**src/hw/ssms_pkg.sv**
```systemverilog
package ssms_pkg;
  // ==========================================
  // register byte addresses
  localparam logic [4:0] ADDR_RXCTL = 5'h00;
  localparam logic [4:0] ADDR_RXBUF = 5'h04;
  localparam logic [4:0] ADDR_TXCTL = 5'h08;
  localparam logic [4:0] ADDR_BAUD = 5'h0c;
  localparam logic [4:0] ADDR_BRGH = 5'h10;
  localparam logic [4:0] ADDR_BRGL = 5'h14;
  localparam logic [4:0] ADDR_TXBUF = 5'h18;
  localparam logic [4:0] ADDR_IRQ = 5'h1c;
  // ==========================================
  // field positions
  localparam int RX_SERIAL_PORT_ENABLE = 7;
  localparam int RX_RX9 = 6;
  localparam int RX_SINGLE_RX_ENABLE = 5;
  localparam int RX_CONTINUOUS_RX_ENABLE = 4;
  localparam int RX_OERR = 1;
  localparam int RX_RX9D = 0;
  localparam int TX_CLOCK_SOURCE_SELECT = 7;
  localparam int TX_TX9 = 6;
  localparam int TX_TRANSMIT_ENABLE = 5;
  localparam int TX_SHIFT_REGISTER_EMPTY = 1;
  localparam int TX_TX_NINTH_BIT_VALUE = 0;
  localparam int BD_DTP = 5;
  localparam int BD_CKP = 4;
  localparam int BD_WIDE = 3;
  localparam int IQ_RXDONE = 0;
  localparam int IQ_TXEMPTY = 1;
  localparam int IQ_RXIE = 2;
  localparam int IQ_TXIE = 3;
  // ==========================================
  // word lengths, last bit index
  localparam logic [3:0] LAST8 = 4'h7;
  localparam logic [3:0] LAST9 = 4'h8;
  localparam logic [7:0] RST_BYTE = 8'h00;
  // ==========================================
  // types
  typedef enum logic [1:0] {
    ST_IDLE = 2'b00,
    ST_TX = 2'b01,
    ST_RX = 2'b10
  } ssms_state_t;
  typedef struct packed {
    logic serial_port_enable;
    logic rx9;
    logic single_rx_enable;
    logic continuous_rx_enable;
    logic clock_source_select;
    logic tx9;
    logic transmit_enable;
    logic tx_ninth_bit_value;
    logic dtp;
    logic ckp;
    logic wide;
    logic rxIe;
    logic txIe;
  } ssms_cfg_t;
endpackage

```
**src/hw/ssms_sync_serial.sv**
```systemverilog
// Implementation choices: the Avalon-MM slave port and the placing of the registers.
`timescale 1ns/1ps
`default_nettype none
module ssms_sync_serial (
  input wire logic clk_sys,
  input wire logic rst_n,
  input wire logic [4:0] avs_address,
  input wire logic avs_read,
  input wire logic avs_write,
  input wire logic [31:0] avs_writedata,
  input wire logic [3:0] avs_byteenable,
  output logic [31:0] avs_readdata,
  output logic avs_waitrequest,
  input wire logic coreSleep,
  input wire logic shiftClockIn,
  output logic shiftClockOut,
  output logic shiftClockOe_n,
  input wire logic shiftDataIn,
  output logic shiftDataOut,
  output logic shiftDataOe_n,
  output logic irqReq,
  output logic wakeCore
);
  // ==========================================
  // declarations
  ssms_pkg::ssms_cfg_t cfg_r;
  ssms_pkg::ssms_state_t state_r;
  logic [7:0] brgH_r;
  logic [7:0] brgL_r;
  logic [7:0] txBuf_r;
  logic txFull_r;
  logic txEmpty_r;
  logic [7:0] rxBuf_r;
  logic rx9d_r;
  logic rxDone_r;
  logic oerr_r;
  logic [8:0] shift_r;
  logic [3:0] bitCnt_r;
  logic [15:0] brgCnt_r;
  logic sclk_r;
  logic [2:0] ckSync_r;
  logic [2:0] dtSync_r;
  logic ckF_r;
  logic dtF_r;
  logic pinLvlPrev_r;
  logic [31:0] rdData_r;
  logic waitReq_r;
  logic acc;
  logic wrAcc;
  logic rdAcc;
  logic txWr;
  logic rxRd;
  logic txLoad;
  logic rxStart;
  logic busy;
  logic brgTick;
  logic fallEv;
  logic pinLvl;
  logic din;
  logic [3:0] lastBit;
  logic rxWordEv;
  logic srenClr;
  logic [15:0] divisor;
  logic [8:0] rxWord;
  logic [7:0] rdMux;

  // ==========================================
  // avalon slave: one wait cycle per access
  assign acc = (avs_read | avs_write) & ~waitReq_r;
  assign wrAcc = avs_write & acc & avs_byteenable[0];
  assign rdAcc = avs_read & acc;
  assign txWr = wrAcc && avs_address == ssms_pkg::ADDR_TXBUF;
  assign rxRd = rdAcc && avs_address == ssms_pkg::ADDR_RXBUF;

  always_comb
  begin
    rdMux = ssms_pkg::RST_BYTE;
    unique case (avs_address)
      ssms_pkg::ADDR_RXCTL:
      begin
        rdMux[ssms_pkg::RX_SERIAL_PORT_ENABLE] = cfg_r.serial_port_enable;
        rdMux[ssms_pkg::RX_RX9] = cfg_r.rx9;
        rdMux[ssms_pkg::RX_SINGLE_RX_ENABLE] = cfg_r.single_rx_enable;
        rdMux[ssms_pkg::RX_CONTINUOUS_RX_ENABLE] = cfg_r.continuous_rx_enable;
        rdMux[ssms_pkg::RX_OERR] = oerr_r;
        rdMux[ssms_pkg::RX_RX9D] = rx9d_r;
      end
      ssms_pkg::ADDR_RXBUF: rdMux = rxBuf_r;
      ssms_pkg::ADDR_TXCTL:
      begin
        rdMux[ssms_pkg::TX_CLOCK_SOURCE_SELECT] = cfg_r.clock_source_select;
        rdMux[ssms_pkg::TX_TX9] = cfg_r.tx9;
        rdMux[ssms_pkg::TX_TRANSMIT_ENABLE] = cfg_r.transmit_enable;
        rdMux[ssms_pkg::TX_SHIFT_REGISTER_EMPTY] = state_r != ssms_pkg::ST_TX;
        rdMux[ssms_pkg::TX_TX_NINTH_BIT_VALUE] = cfg_r.tx_ninth_bit_value;
      end
      ssms_pkg::ADDR_BAUD:
      begin
        rdMux[ssms_pkg::BD_DTP] = cfg_r.dtp;
        rdMux[ssms_pkg::BD_CKP] = cfg_r.ckp;
        rdMux[ssms_pkg::BD_WIDE] = cfg_r.wide;
      end
      ssms_pkg::ADDR_BRGH: rdMux = brgH_r;
      ssms_pkg::ADDR_BRGL: rdMux = brgL_r;
      ssms_pkg::ADDR_TXBUF: rdMux = txBuf_r;
      ssms_pkg::ADDR_IRQ:
      begin
        rdMux[ssms_pkg::IQ_RXDONE] = rxDone_r;
        rdMux[ssms_pkg::IQ_TXEMPTY] = txEmpty_r;
        rdMux[ssms_pkg::IQ_RXIE] = cfg_r.rxIe;
        rdMux[ssms_pkg::IQ_TXIE] = cfg_r.txIe;
      end
      default: rdMux = ssms_pkg::RST_BYTE;
    endcase
  end

  always_ff @(posedge clk_sys or negedge rst_n)
  begin
    if (!rst_n)
    begin
      waitReq_r <= 1'b1;
      rdData_r <= 32'h0000_0000;
    end
    else if ((avs_read | avs_write) && waitReq_r)
    begin
      waitReq_r <= 1'b0;
      rdData_r <= avs_read ? {24'h00_0000, rdMux} : 32'h0000_0000;
    end
    else
      waitReq_r <= 1'b1;
  end

  // ==========================================
  // configuration registers
  always_ff @(posedge clk_sys or negedge rst_n)
  begin
    if (!rst_n)
    begin
      cfg_r <= '0;
      brgH_r <= ssms_pkg::RST_BYTE;
      brgL_r <= ssms_pkg::RST_BYTE;
    end
    else if (wrAcc)
    begin
      unique case (avs_address)
        ssms_pkg::ADDR_RXCTL:
        begin
          cfg_r.serial_port_enable <= avs_writedata[ssms_pkg::RX_SERIAL_PORT_ENABLE];
          cfg_r.rx9 <= avs_writedata[ssms_pkg::RX_RX9];
          cfg_r.single_rx_enable <= avs_writedata[ssms_pkg::RX_SINGLE_RX_ENABLE];
          cfg_r.continuous_rx_enable <= avs_writedata[ssms_pkg::RX_CONTINUOUS_RX_ENABLE];
        end
        ssms_pkg::ADDR_TXCTL:
        begin
          cfg_r.clock_source_select <= avs_writedata[ssms_pkg::TX_CLOCK_SOURCE_SELECT];
          cfg_r.tx9 <= avs_writedata[ssms_pkg::TX_TX9];
          cfg_r.transmit_enable <= avs_writedata[ssms_pkg::TX_TRANSMIT_ENABLE];
          cfg_r.tx_ninth_bit_value <= avs_writedata[ssms_pkg::TX_TX_NINTH_BIT_VALUE];
        end
        ssms_pkg::ADDR_BAUD:
        begin
          cfg_r.dtp <= avs_writedata[ssms_pkg::BD_DTP];
          cfg_r.ckp <= avs_writedata[ssms_pkg::BD_CKP];
          cfg_r.wide <= avs_writedata[ssms_pkg::BD_WIDE];
        end
        ssms_pkg::ADDR_BRGH: brgH_r <= avs_writedata[7:0];
        ssms_pkg::ADDR_BRGL: brgL_r <= avs_writedata[7:0];
        ssms_pkg::ADDR_IRQ:
        begin
          cfg_r.rxIe <= avs_writedata[ssms_pkg::IQ_RXIE];
          cfg_r.txIe <= avs_writedata[ssms_pkg::IQ_TXIE];
        end
        default:
        begin
        end
      endcase
      // a write elsewhere in the same cycle must not swallow the hardware clear
      if (srenClr)
        cfg_r.single_rx_enable <= 1'b0;
    end
    else if (srenClr)
      cfg_r.single_rx_enable <= 1'b0;
  end

  // ==========================================
  // pin synchronisers; a level counts once stages two and three agree
  always_ff @(posedge clk_sys or negedge rst_n)
  begin
    if (!rst_n)
    begin
      ckSync_r <= 3'h0;
      dtSync_r <= 3'h0;
      ckF_r <= 1'b0;
      dtF_r <= 1'b0;
    end
    else
    begin
      ckSync_r <= {ckSync_r[1:0], shiftClockIn};
      dtSync_r <= {dtSync_r[1:0], shiftDataIn};
      if (ckSync_r[1] == ckSync_r[2])
        ckF_r <= ckSync_r[2];
      if (dtSync_r[1] == dtSync_r[2])
        dtF_r <= dtSync_r[2];
    end
  end

  assign pinLvl = ckF_r ^ cfg_r.ckp;
  assign din = dtF_r ^ cfg_r.dtp;

  // ==========================================
  // baud generator; halted in sleep for master only
  assign divisor = cfg_r.wide ? {brgH_r, brgL_r} : {8'h00, brgL_r};
  assign busy = state_r != ssms_pkg::ST_IDLE;
  assign brgTick = busy && cfg_r.clock_source_select && !coreSleep && brgCnt_r == 16'h0000;

  always_ff @(posedge clk_sys or negedge rst_n)
  begin
    if (!rst_n)
      brgCnt_r <= 16'h0000;
    else if (!busy || !cfg_r.clock_source_select || coreSleep || brgCnt_r == 16'h0000)
      brgCnt_r <= divisor;
    else
      brgCnt_r <= brgCnt_r - 16'h0001;
  end

  // master clock level, idle low before polarity
  always_ff @(posedge clk_sys or negedge rst_n)
  begin
    if (!rst_n)
      sclk_r <= 1'b0;
    else if (!busy || !cfg_r.clock_source_select)
      sclk_r <= 1'b0;
    else if (brgTick)
      sclk_r <= ~sclk_r;
  end

  always_ff @(posedge clk_sys or negedge rst_n)
  begin
    if (!rst_n)
      pinLvlPrev_r <= 1'b0;
    else
      pinLvlPrev_r <= pinLvl;
  end

  // slave edges come from the pin, so sleep does not stop them
  assign fallEv = cfg_r.clock_source_select ? (brgTick && sclk_r) : (pinLvlPrev_r && !pinLvl);

  // ==========================================
  // transfer engine
  assign txLoad = txFull_r && !busy && cfg_r.transmit_enable && cfg_r.serial_port_enable;
  assign rxStart = cfg_r.serial_port_enable && (cfg_r.continuous_rx_enable || (cfg_r.single_rx_enable && cfg_r.clock_source_select));
  assign lastBit = (state_r == ssms_pkg::ST_TX ? cfg_r.tx9 : cfg_r.rx9)
    ? ssms_pkg::LAST9 : ssms_pkg::LAST8;
  assign rxWordEv = state_r == ssms_pkg::ST_RX && fallEv && bitCnt_r == lastBit;
  assign srenClr = rxWordEv && !cfg_r.continuous_rx_enable;

  always_comb
  begin
    rxWord = shift_r;
    rxWord[bitCnt_r] = din;
  end

  always_ff @(posedge clk_sys or negedge rst_n)
  begin
    if (!rst_n)
    begin
      state_r <= ssms_pkg::ST_IDLE;
      shift_r <= 9'h000;
      bitCnt_r <= 4'h0;
    end
    else
    begin
      unique case (state_r)
        ssms_pkg::ST_IDLE:
        begin
          bitCnt_r <= 4'h0;
          if (txLoad)
          begin
            state_r <= ssms_pkg::ST_TX;
            shift_r <= {cfg_r.tx_ninth_bit_value, txBuf_r};
          end
          else if (rxStart && !txFull_r)
          begin
            state_r <= ssms_pkg::ST_RX;
            shift_r <= 9'h000;
          end
        end
        ssms_pkg::ST_TX:
        begin
          if (fallEv)
          begin
            bitCnt_r <= bitCnt_r + 4'h1;
            if (bitCnt_r == lastBit)
              state_r <= ssms_pkg::ST_IDLE;
          end
        end
        ssms_pkg::ST_RX:
        begin
          if (!rxStart)
            state_r <= ssms_pkg::ST_IDLE;
          else if (fallEv)
          begin
            shift_r <= rxWord;
            bitCnt_r <= bitCnt_r + 4'h1;
            if (bitCnt_r == lastBit)
            begin
              bitCnt_r <= 4'h0;
              if (!cfg_r.continuous_rx_enable)
                state_r <= ssms_pkg::ST_IDLE;
            end
          end
        end
        default: state_r <= ssms_pkg::ST_IDLE;
      endcase
    end
  end

  // ==========================================
  // transmit holding buffer; a write clears the flag even against a move
  always_ff @(posedge clk_sys or negedge rst_n)
  begin
    if (!rst_n)
    begin
      txBuf_r <= ssms_pkg::RST_BYTE;
      txFull_r <= 1'b0;
      txEmpty_r <= 1'b1;
    end
    else
    begin
      if (txWr)
        txBuf_r <= avs_writedata[7:0];
      txFull_r <= txWr | (txFull_r & ~txLoad);
      if (txWr)
        txEmpty_r <= 1'b0;
      else if (txLoad)
        txEmpty_r <= 1'b1;
    end
  end

  // ==========================================
  // receive buffer and flags; overrun keeps the unread word
  always_ff @(posedge clk_sys or negedge rst_n)
  begin
    if (!rst_n)
    begin
      rxBuf_r <= ssms_pkg::RST_BYTE;
      rx9d_r <= 1'b0;
      rxDone_r <= 1'b0;
      oerr_r <= 1'b0;
    end
    else
    begin
      if (rxWordEv && !(rxDone_r && !rxRd))
      begin
        rxBuf_r <= rxWord[7:0];
        rx9d_r <= cfg_r.rx9 & rxWord[8];
      end
      if (rxWordEv)
        rxDone_r <= 1'b1;
      else if (rxRd)
        rxDone_r <= 1'b0;
      if (!cfg_r.continuous_rx_enable)
        oerr_r <= 1'b0;
      else if (rxWordEv && rxDone_r && !rxRd)
        oerr_r <= 1'b1;
    end
  end

  // ==========================================
  // pin drivers and requests
  always_ff @(posedge clk_sys or negedge rst_n)
  begin
    if (!rst_n)
    begin
      shiftClockOut <= 1'b0;
      shiftClockOe_n <= 1'b1;
      shiftDataOut <= 1'b0;
      shiftDataOe_n <= 1'b1;
      irqReq <= 1'b0;
      wakeCore <= 1'b0;
    end
    else
    begin
      shiftClockOut <= sclk_r ^ cfg_r.ckp;
      shiftClockOe_n <= !(cfg_r.clock_source_select && cfg_r.serial_port_enable);
      shiftDataOut <= (state_r == ssms_pkg::ST_TX && shift_r[bitCnt_r]) ^ cfg_r.dtp;
      shiftDataOe_n <= state_r != ssms_pkg::ST_TX;
      irqReq <= (rxDone_r && cfg_r.rxIe) || (txEmpty_r && cfg_r.txIe);
      wakeCore <= coreSleep && ((txEmpty_r && cfg_r.txIe) || (rxDone_r && cfg_r.rxIe));
    end
  end

  assign avs_readdata = rdData_r;
  assign avs_waitrequest = waitReq_r;
endmodule
`default_nettype wire

```
**config.mk**
```make
export PLATFORM = sky130hd
export DESIGN_NAME = ssms_sync_serial
export DESIGN_NICKNAME = d
export VERILOG_FILES = /design/src/hw/ssms_pkg.sv /design/src/hw/ssms_sync_serial.sv
export SDC_FILE = /design/constraint.sdc
export NUM_CORES = 1
export LEC_CHECK = 0
export ABC_AREA = 1
export BUFFER_PORTS_ARGS = -buffer_cell sky130_fd_sc_hd__buf_2
export CAP_MARGIN = 25
export CORE_ASPECT_RATIO = 0.5
export CORE_MARGIN = 2
export CORE_UTILIZATION = 44
export CTS_CLUSTER_DIAMETER = 50
export DETAILED_ROUTE_END_ITERATION = 10
export PLACE_DENSITY_LB_ADDON = 0.1
export SYNTH_ARGS = -nofsm -noshare
export SYNTH_HDL_FRONTEND = slang
export SYNTH_SLANG_ARGS = --single-unit
```
**constraint.sdc**
```tcl
create_clock -name clk_sys -period 4.9 [get_ports clk_sys]
set_clock_uncertainty 0.05 [all_clocks]
set_input_delay 1.47 -clock clk_sys [delete_from_list [all_inputs] [get_ports clk_sys]]
set_output_delay 1.47 -clock clk_sys [all_outputs]
set_load 0.02 [all_outputs]
```
==> out/results.txt, run 1 <==
After detailed routing, the number of vias per cell comes to 4.86. The count of buffer and inverter cells on the critical path works out to 1. The floorplan step defined a die boundary enclosing 0.0139 mm². The worst setup path is captured at a flop. The tightest slew margin relative to the limit came out at 42.3%. Across the run, the number of max-cap violations was 0. The via count of the first global-routing pass was 4,349; the remaining antenna violation count after routing was 0. Sorting the synthesized cells by area gives the leading types as dfrtp_1, nand2_1, o21ai_0. The share of total power dissipated in the clock network is 30.8%. The run gives 0 as the count of final hold-check violations. The largest voltage drop on the vdd net is 0.000166 V. Port buffering added 35 buffers. The share of the Yosys chip area taken by registers is 46.6%. Of all nets on the critical path, the largest fanout is 12.

The synthesized area was 0.00570 mm². The cell family contributing the most delay on the critical path was simple AND/OR/NAND/NOR gates. The run gives 329 MHz as the highest clock rate.

Once the floorplan was initialized, standard cells occupied 45.0% of the core. The buffer depth of the longest clock path was 2; the number of I/O pins was 87. Yosys mapped the design onto 47 distinct sky130hd cell types. The clock tree synthesis step divided the H-tree into 3 levels.

The most used flip-flop cell after synthesis is dfrtp_1. The number of buffers created by CTS was 9. After floorplanning, the core was divided into 29 placement rows. In this run, the combinational gates consume 25.8% of the power. At the worst endpoint, the arrival time is 3.23 ns.

In this run, post-CTS hold repair placed 0 buffers. 0 antenna diodes ended up in the layout. In the synthesized netlist, the cells that appear most often are nand2_1, dfrtp_1, inv_1. For this run, the detailed router's first-pass iteration total came to 5. In this design, the critical path's most frequently occurring cell is nand2_1. The synthesized netlist devotes 26.3% of its cell area to simple gates. The tools report the residual overflow from global routing as 0.

In the final design database the tool counted 801 nets. The wire length per cell came out at 15.1 µm. Walking the worst path, the cells encountered are buf_2 > nor2_2 > nand3_1 > o21ai_1 > nand4_2 > nand2_1 > nand2_1.

The kind of start point of the critical path is a primary input. The area share of fa/ha/maj cells after synthesis was 2.55%. The startpoint-to-endpoint class of the critical path is in2reg. TritonCTS built the clock tree.

Setup total negative slack on the finished layout was measured at 0 ns. By area, the combinational part of the netlist is dominated by simple AND/OR/NAND/NOR gates. Pre-CTS setup slack: 1.49 ns. The setup slack after layout is 1.86 ns, and the clock-pin slew of the registers on the worst-case setup and hold paths is 0.06 ns. The synthesized design contains 106 register bits. The floorplan step set the die height to 84.5 µm. The flow ran to the end, and the final reports show no timing, DRC or antenna violations. For this run, asynchronously set or reset flops after synthesis account for 100%.

The die width works out to 165 µm. The synthesized area divided by synthesized cell count was 8.07 µm²; the final max-slew violation count was 0. The overall track demand over capacity in global routing was 21.8%. The initial antenna violation count was 0; the gate count after technology mapping was 706. The worst endpoint required time came out at 5.08 ns. Setup violations remaining at the end of the flow were counted as 0. For the total wire length, the log shows 13,800 µm. The internal power summed over all cells is 1560 µW, and the warning count from the yosys run is 0.

Largest area contributor in the synthesized netlist: dfrtp_1. In this run the power spent charging and discharging nets is 810 µW. For the pin with the worst max-slew slack, the measured transition is 0.859 ns. The power density normalized to cell area was 379 mW/mm²; the final weighted congestion of routability-driven global placement was 0.838. The synthesized-area fraction occupied by ao, oa, aoi and oai cells was 11.8%; the post-CTS setup buffer count was 0.

At the later pin of the worst-skew pair, clock insertion delay measures 0.35 ns. The final route contains 4,458 vias. The first global-routing pass estimated 23,300 µm of wire. Summed over all nets, the half-perimeter wirelength after detailed placement is 10,500 µm.

After detailed routing, the number of remaining DRC violations is 0. After the first detailed-routing iteration, the DRC count stood at 321. The placeable core area was 0.0127 mm²; the biggest cell delay along the critical path was 0.69 ns. Sequential cells burn 43.4% of the power. Yosys instantiated no cell more often than nand2_1. The fraction of power spent switching nets works out to 34.1%.

Yosys mapped a number of flops with a built-in enable equal to 0. The clock drives 106 sinks. For the post-CTS resize count, the log shows 0. Of the total synthesized cell area, the portion taken by XOR and XNOR cells is 2.77%.

Setup repair after global routing left no endpoint under its margin. Library cell contributing the largest single delay on the critical path: o21ai_1. The top cell type by area accounts for 44.8% of the synthesized area. The time the final worst path needs with I/O delays and setup is 3.04 ns.

Cells with a size suffix above 1 make up 12.0% of the layout. The min-delay analysis places its worst path in the category reg2reg. Clock tree synthesis selected as its root buffer the cell clkbuf_16.

The maximum number of pins on one net before global-route repair was 74. After synthesis, the share of cell area in mux cells is 0%. Dividing the final minimum period by the clock period gives 62.1%.

For this design the static power due to leakage is 0.00321 µW. Area added between synthesis and finish: 9.99%.
==> power groups by stage <==
stage | logic (µW) | clock network, µW | registers [µW]
after floorplan | 489 | 0 | 1020
after global placement | 604 | 0 | 1050
after detailed placement | 609 | 0 | 1050
after CTS | 613 | 745 | 1030
after global routing | 705 | 788 | 1040
final | 613 | 730 | 1030
==> per-stage QoR <==
stage / total power (µW) / cell area [µm²] / hold slack (ns) / std cells / utilization (%)
6_report: 2370 / 6270 / 0.301 / 918 / 49.5
4_1_cts: 2390 / 6240 / 0.302 / 917 / 49.3
5_1_grt: 2530 / 6270 / 0.322 / 918 / 49.5
2_1_floorplan: 1510 / 5790 / 0.281 / 729 / -
3_5_place_dp: 1660 / 5950 / 0.286 / 901 / 47.0
3_3_place_gp: 1650 / 5950 / 0.283 / 901 / 47.0
==> cell usage in the layout (no fill, tap or decap), types with 2 or more instances in the layout <==
master     count
nand2_4        3
nor2_2         8
a21oi_1       10
o21ai_2        2
ha_1          10
nand4_1        9
nand2_1      215
buf_2         34
inv_2          6
dfstp_2        4
a22o_1         3
nand3_1       44
xnor2_1        5
nor2_4         6
nand2_2        3
clkinv_1       2
maj3_1         2
nor4_1         2
o21a_1        10
clkbuf_16      9
xor2_1        13
inv_1         77
nor3_1         4
nor2_1        29
dfrtp_1      102
o21ai_0       64
conb_1        24
clkbuf_1       4
o21ai_1       19
buf_4          3
o22ai_1        2
a31oi_1        2
==> registers in the layout, indices dropped and copies added (netlist names), 2 cells and up <==
register,count
brgCnt_r,16
cfg_r,13
shift_r,9
avs_readdata,8
brgH_r,8
brgL_r,8
rxBuf_r,8
txBuf_r,8
bitCnt_r,4
ckSync_r,3
dtSync_r,3
state_r,2
==> routing by layer <==
layer  up-vias  routed length, µm  GRT usage [%]  share of wire [%]
met4         0                171           4.98                1.2
met5         -                  0              0                  0
met2        80               5960           32.0                 43
li1       2289                  -              -                  -
met1      2073               7140           32.7                 52
met3        16                578           4.99                4.2
==> area by class of cell <==
cell class | count | area [µm²]
repair buffers | 38 | 220
clock inverters | 2 | 37.5
inverters | 85 | 319
flip-flops and latches | 106 | 2660
clock buffers | 14 | 254
fillers | 1276 | 6390
multi-input cells | 503 | 2570
well taps | 170 | 213
==> worst paths after layout <==
path / start / endpoint / slack (ns) / cells past startpoint
max: avs_address[1] / rxBuf_r[5] / 1.86 / 7
min: ckSync_r[0] / ckSync_r[1] / 0.30 / 0
max reg2reg: state_r[1] / state_r[1] / 2.61 / 11
min reg2reg: ckSync_r[0] / ckSync_r[1] / 0.30 / 0
max in group asynchronous: rst_n / avs_waitrequest / 3.04 / 3
min in group asynchronous: rst_n / shift_r[7] / 0.87 / 1
==> logic make-up after synthesis <==
kind of cell,after synthesis
DFF,106
other,1
xor gates and xnor gates,18
and+or+nand+nor,331
adders and majority gates,12
buffers and inverters,120
AOI/OAI and AO/OA,118
(Power assumes the default switching activity.)
==> run 2: changes to the inputs <==
==> constraint.sdc (replaced) <==
create_clock -name clk_sys -period 3.2 [get_ports clk_sys]
set_clock_uncertainty 0.05 [all_clocks]
set_input_delay 0.96 -clock clk_sys [delete_from_list [all_inputs] [get_ports clk_sys]]
set_output_delay 0.96 -clock clk_sys [all_outputs]
set_load 0.02 [all_outputs]
==> out/results.txt, run 2 (synthesis gave the netlist of run 1 again) <==
The leakage power of the design was 0.00325 µW; the number of H-tree branching levels was 3. The fraction of layout cells with a size suffix above 1 is 12.7%. Per report_power, the clock group accounts for 33.5% of the total.

The largest registers in the layout are brgCnt_r x16, cfg_r x13, shift_r x9. Setup repair after global routing left no endpoint under its margin. The number of I/O pins is 87, and the die boundary height is 84.5 µm.

In the routed design, unresolved DRC markers number 0. Wires add up to 14,000 µm. The detailed router put a total of 6940 µm of wire on met1.

The tools report the via count of the first global-routing pass as 4,320. The run gives 919 as the final cell count without fillers. At the pin with the least slew margin, the transition time is 0.503 ns. Detailed routing placed a total of 745 µm of wire on met3. The cell chosen for the clock root was clkbuf_16. The met2 routed wirelength was 6150 µm; the violation count after the first detailed-route iteration was 388. TritonCTS built the clock tree.

At the later pin of the worst-skew pair, clock insertion delay measures 0.34 ns. The first TritonRoute pass finished after 5 iterations. For the worst setup path, the data required time is 3.43 ns. The count of standard-cell rows came out at 29. The floorplan step set the die width to 165 µm. Combinational fraction of design power: 24.8%. Buffers inserted during clock tree synthesis total 9. For the antenna diode instance count, the log shows 0. The library cell used most frequently in the layout, excluding fill and tap cells, is nand2_1. No sink is reached through more buffers than the 2 on the longest clock path.

Across all layers, the routed design uses 4,548 vias. Dividing total power by cell area gives a power density of 598 mW/mm². The initial antenna violation count is 0.

Filler cell count: 1,260. The power after layout came out at 3780 µW. The kind of start point of the critical path was a flop. The power spent charging and discharging nets was 1250 µW; the final max-slew violation count was 0. The worst setup path is captured at a flop.

Derived from the worst setup path, the maximum achievable clock frequency is 447 MHz. The initial utilization of the core area, before any placement, comes to 45.0%. The tools report the final sum of negative setup slack as 0 ns.

The HPWL reported at the end of detailed placement is 10,600 µm, and the number of nets in the layout is 802. In the routed layout, each cell is associated on average with a via count of 4.95. The full die area is 0.0139 mm², and the wire length per cell is 15.2 µm. For the maximum number of pins on one net before global-route repair, the log shows 58. The register name with the most flops is brgCnt_r. Uppermost metal layer occupied by signal nets: met4. The number of buffers inserted by port buffering came out at 35. The run gives 0 as the setup-violating endpoint count in the final report. After clock tree synthesis, the clock-pin slew on the worst setup and hold paths is 0.07 ns. Once the clock tree was built, the resizer swapped 0 gates to a different size. The worst register-to-register path has a setup slack of 0.96 ns. The number of flip-flops under the largest register name is 16, and the tightest slew margin relative to the limit is 66.2%.

The classification of the worst-slack hold path was reg2reg. The first-pass GRT wire length was 22,800 µm. The count of nets left with antenna violations once routing finished came out at 0. Once placement completed, the tool counted placed cells totaling 903. The startpoint-to-endpoint class of the critical path was reg2reg. At the end of routability-driven placement, the weighted congestion stood at 0.871.

The tools report the number of sinks driven by the clock tree as 106. In this run switching power makes up 33.0% of total power. Along the worst path, the maximum fanout reaches 17. The internal power of the cells totals 2530 µW. Relative to the synthesized area, the layout overhead comes to 11.0%. The share of total power dissipated in sequential elements is 41.8%. The total overflow left after global routing is 0. Final critical-path share of the clock period: 70.0%. Post-CTS setup buffer count: 0.

The arrival time of data at the critical path endpoint came out at 2.47 ns. In the layout the commonest cells are nand2_1, dfrtp_1, inv_1. The tools report the count of final hold-check violations as 0. In this run the standard cell core region covers 0.0127 mm². Global routing used 21.4% of the available tracks across all layers. The worst-case IR drop observed on VDD is 0.000248 V.

The run finished with clean final reports. The tool flagged a number of max-cap violations equal to 0. After clock tree synthesis, the flow added hold-fix buffers numbering 0. The clock period could shrink to 2.24 ns.
run 2: critical path: stages (launching register included):
cell      delay (ns)
dfrtp_1         0.42
inv_1           0.10
ha_1            0.43
clkinv_1        0.54
o21ai_0         0.36
nand2_2         0.10
nand2_1         0.08
nand2_1         0.05
nand2_1         0.05
run 2: worst paths after layout:
kind,start,to,cells after the start
setup reg to reg,state_r[0],state_r[1],8
setup / recovery,state_r[0],state_r[1],8
hold / removal,ckSync_r[0],ckSync_r[1],0
hold reg to reg,ckSync_r[0],ckSync_r[1],0
max in group asynchronous,rst_n,shiftClockOe_n,2
min in group asynchronous,rst_n,dtF_r,1
run 2: routing by layer:
layer | GRT usage (%) | vias up
met1 | 31.9 | 2134
met4 | 4.82 | 0
met3 | 4.50 | 17
met5 | 0 | -
met2 | 32.3 | 104
li1 | - | 2293
run 2: area by class of cell:
type	count	area [µm²]	share of cell area, %
flip-flops and latches	106	2660	42.0
multi-input cells	503	2570	40.6
inverters	85	319	5.04
clock buffers	13	280	4.43
repair buffers	39	220	3.48
well taps	170	213	3.36
clock inverters	3	68.8	1.09
run 2: power groups by stage:
| stage | Clock (µW) | Sequential [µW] | Combinational (µW) |
|---|---|---|---|
| after CTS | 1290 | 1580 | 941 |
| after floorplan | 0 | 1560 | 749 |
| final | 1270 | 1580 | 937 |
| after global routing | 1360 | 1590 | 1070 |
| after detailed placement | 0 | 1600 | 934 |
| after global placement | 0 | 1600 | 928 |
run 2: per-stage QoR:
step	hold WS (ns)	util (%)	instance area (µm²)	setup WS (ns)
global placement	0.283	47.2	5980	0.745
detailed placement	0.288	47.2	5980	0.755
finish	0.300	50.0	6330	0.961
global route	0.310	50.0	6330	0.734
floorplan	0.281	-	5790	1.21
CTS	0.305	50.0	6330	0.972
==> run 3: changes to the inputs <==
--- a/config.mk
+++ b/config.mk
@@ -5,7 +5,7 @@
 export SDC_FILE = /design/constraint.sdc
 export NUM_CORES = 1
 export LEC_CHECK = 0
-export ABC_AREA = 1
+export ABC_AREA = 0
 export BUFFER_PORTS_ARGS = -buffer_cell sky130_fd_sc_hd__buf_2
 export CAP_MARGIN = 25
 export CORE_ASPECT_RATIO = 0.5
==> constraint.sdc (replaced) <==
create_clock -name clk_sys -period 2.15 [get_ports clk_sys]
set_clock_uncertainty 0.05 [all_clocks]
set_input_delay 0.645 -clock clk_sys [delete_from_list [all_inputs] [get_ports clk_sys]]
set_output_delay 0.645 -clock clk_sys [all_outputs]
set_load 0.02 [all_outputs]
==> out/results.txt, run 3 <==
The flow ran to the end, but the final reports show violations. The checks that failed: setup timing. Counting instances in the post-synthesis netlist gives the leading cell types as dfrtp_1, nand2_1, mux2_2.

The area growth from synthesis to layout is 24.1%. Cells fill 56.9% of the core in the end. The total wire length was 14,500 µm; the number of I/O pins was 87. The violation count after the first detailed-route iteration was 351.

Setup violations remaining at the end of the flow were counted as 2. The count of final hold-check violations was 0. The initial antenna violation count was 0; the final critical-path share of the clock period was 101%. From left edge to right edge, the die measures 162 µm. The initial cell density of the core is 45.8%, and the post-detailed-route via-to-cell ratio is 5.48. The die is 83.1 µm tall. The number of max-cap violations is 0.

Global routing finished with a remaining overflow of 0. The area share of the leading cell type in the synthesized netlist was 46.3%. The count of TritonRoute iterations in the first routing pass was 5. Counting tap cells, the placed design contains a total of 763 instances. For the worst hold slack, the log shows 0.193 ns.

For the final sum of negative setup slack, the log shows -0.0442 ns. The worst setup path is launched from a flop. The number of antenna diodes in the final layout is 0. For this run, the slowest stage of the critical path takes 0.42 ns.

Counting cells, the worst reg-to-reg path comes to 7. Setup repair after global routing could not meet its margin everywhere. The worst setup path is of the reg2reg kind. The tools report the via count of the first global-routing pass as 4,100.

The slowest stage of the critical path is the a221o_2 cell. The number of hold buffers added after CTS was 0. After the last flow step, the layout net total stands at 671.

The top cell types in the final layout, fill and taps aside, are dfrtp_1, buf_4, nand2_1. The analysis attributes to cell leakage a power of 0.00332 µW. TritonCTS built the clock tree. Setup slack on the worst reg-to-reg path comes out at -0.03 ns. The most common cell after layout, fill and taps aside is dfrtp_1. The register with the most flip-flops in the layout has 16 of them. The number of sinks driven by the clock tree was 106. Dividing total power by cell area gives a power density of 854 mW/mm². The number of flops mapped to enable cells by yosys works out to 0. The number of buffers inserted by port buffering is 35. The largest voltage drop on the vdd net was 0.000388 V.

The count of unique library cells instantiated by Yosys is 66, and the time the final worst path needs with I/O delays and setup is 2.18 ns. The tools report the kind of end point of the critical path as a flop. Summing over every cut layer, the via total after detailed routing is 4,293. The cell chosen for the clock root is clkbuf_16.

At the worst endpoint, the arrival time is 2.36 ns. The floorplan step defined a core boundary enclosing 0.0120 mm². The run gives -0.297 ns as the pre-CTS setup slack.

The classification of the worst-slack hold path is in2async. Summed over all instances, the cell type with the most area after synthesis is dfrtp_1. The logs give 48.3% for the fraction of the yosys area taken by sequential cells and 0 for the post-detailed-route DRC marker count. The count of standard-cell rows was 28; the clock network latency to the later pin of the worst-skew pair was 0.35 ns. Number of buffers created by CTS: 9.

In the post-synthesis netlist, the biggest area contributors are dfrtp_1, mux2_2, buf_4. The logs give 22.2% for the overall track demand over capacity in global routing and 10,900 µm for the HPWL reported at the end of detailed placement. The register name with the most flops was brgCnt_r.

STA puts the critical path data required time at 2.33 ns. The wire length per cell is 18.6 µm. Entering global routing, the biggest net connects 34 pins. Static timing analysis puts the maximum clock frequency at 459 MHz. The buffer depth of the longest clock path is 2, and the final cell count without fillers is 783.

The setup slack after layout is -0.0268 ns, and the final max-slew violation count is 0. The count of nets left with antenna violations once routing finished came out at 0. The die covers 0.0135 mm². The synthesized design contains 106 register bits. In the final layout, the registers with the most flip-flops are brgCnt_r x16, cfg_r x13, shift_r x9.

The run gives 3 as the number of H-tree branching levels. The run gives 502 as the gate count after technology mapping. Routability-driven placement finished with a final weighted congestion of 0.919. After clock tree synthesis, the clock-pin slew on the worst setup and hold paths is 0.08 ns. First-pass GRT wire length: 23,100 µm. Traced cell by cell, the critical path runs through inv_2 > ha_4 > nor3b_4 > and4_4 > a31oi_4 > a221o_2 > a221o_1. Of all flip-flops after synthesis, the portion carrying an async set or reset was 100%.

The most common cell in the synthesized netlist is dfrtp_1. Among all flip-flop cells after synthesis, the most frequent one is dfrtp_1. The synthesized area divided by synthesized cell count is 11.0 µm².

The largest fanout on the critical path is 5. For this run, the number of Yosys warnings is 0. In this run the cell area of the synthesized design comes to 0.00551 mm². The post-route netlist has 35.6% of its cells at a drive strength greater than 1.
[run 3: cell count changes in the layout (fill, tap and decap cells not counted), moves of 12 or more]
cell / change
buf_4: +75
inv_1: -63
mux2_2: +41
mux2i_1: +12
nand2_1: -170
nand3_1: -29
o21ai_0: -45
o21ai_1: -17
[run 3: final timing paths]
check	endpoint	from
max in group asynchronous	txEmpty_r	rst_n
worst min-delay path	brgCnt_r[11]	rst_n
worst max-delay path	shift_r[8]	brgCnt_r[0]
worst max register to register	shift_r[8]	brgCnt_r[0]
min in group clk_sys	ckSync_r[1]	ckSync_r[0]
worst min register to register	ckSync_r[1]	ckSync_r[0]
[run 3: timing repair]
action | in CTS | in global routing
gates resized for setup | 11 | 18
pin swaps | 8 | 9
buffers inserted | 2 | 2
gates cloned | 1 | 0
setup endpoints to repair | 22 | 26
[run 3: critical path, delay by kind of cell (launching register included)]
family / cells / cell delay (ns)
flops: 1 / 0.40
fa+ha+maj: 1 / 0.13
compound gates: 3 / 0.91
buf+inv: 1 / 0.08
simple gates: 2 / 0.48
[run 3: layout make-up]
| class | count | area (µm²) |
|---|---|---|
| Fill cell | 1064 | 5180 |
| Inverter | 17 | 63.8 |
| Tap cell | 165 | 206 |
| Sequential cell | 106 | 2660 |
| Multi-Input combinational cell | 363 | 2770 |
| Timing Repair Buffer | 116 | 823 |
| Clock buffer | 9 | 225 |
| Clock inverter | 7 | 83.8 |
[run 3: stage by stage]
stage,instance area (µm²),power (µW)
2_1_floorplan,5620,3400
3_5_place_dp,6370,3970
4_1_cts,6750,5760
6_report,6840,5840
3_3_place_gp,6370,3950
5_1_grt,6840,6160
[run 3: logic make-up (layout without fill, tap and decap cells)]
family | Yosys count | after routing | share of synthesized area [%]
other cells | 1 | 24 | 0.0681
xor+xnor | 18 | 18 | 2.86
flops | 106 | 106 | 48.3
compound gates | 102 | 103 | 13.8
fa+ha+maj | 12 | 12 | 2.64
buf+inv | 57 | 149 | 5.77
mux | 57 | 57 | 11.6
simple gates | 149 | 149 | 15.1
[run 3: where the power goes]
part | internal [µW] | switching [µW] | total (µW) | leakage, µW
registers | 2170 | 186 | 2360 | 0.00141
logic | 810 | 949 | 1760 | 0.00176
clock network | 927 | 789 | 1720 | 0.000149
total | 3910 | 1920 | 5840 | 0.00332
[run 3: routing by layer]
| layer | share of wire, % | vias up | GRT usage (%) | wire [µm] |
|---|---|---|---|---|
| met1 | 52 | 2160 | 34.4 | 7590 |
| met4 | 0.58 | 0 | 3.78 | 84 |
| li1 | - | 2016 | - | - |
| met3 | 3.2 | 6 | 3.90 | 461 |
| met5 | 0 | - | 0 | 0 |
| met2 | 44 | 111 | 32.8 | 6410 |
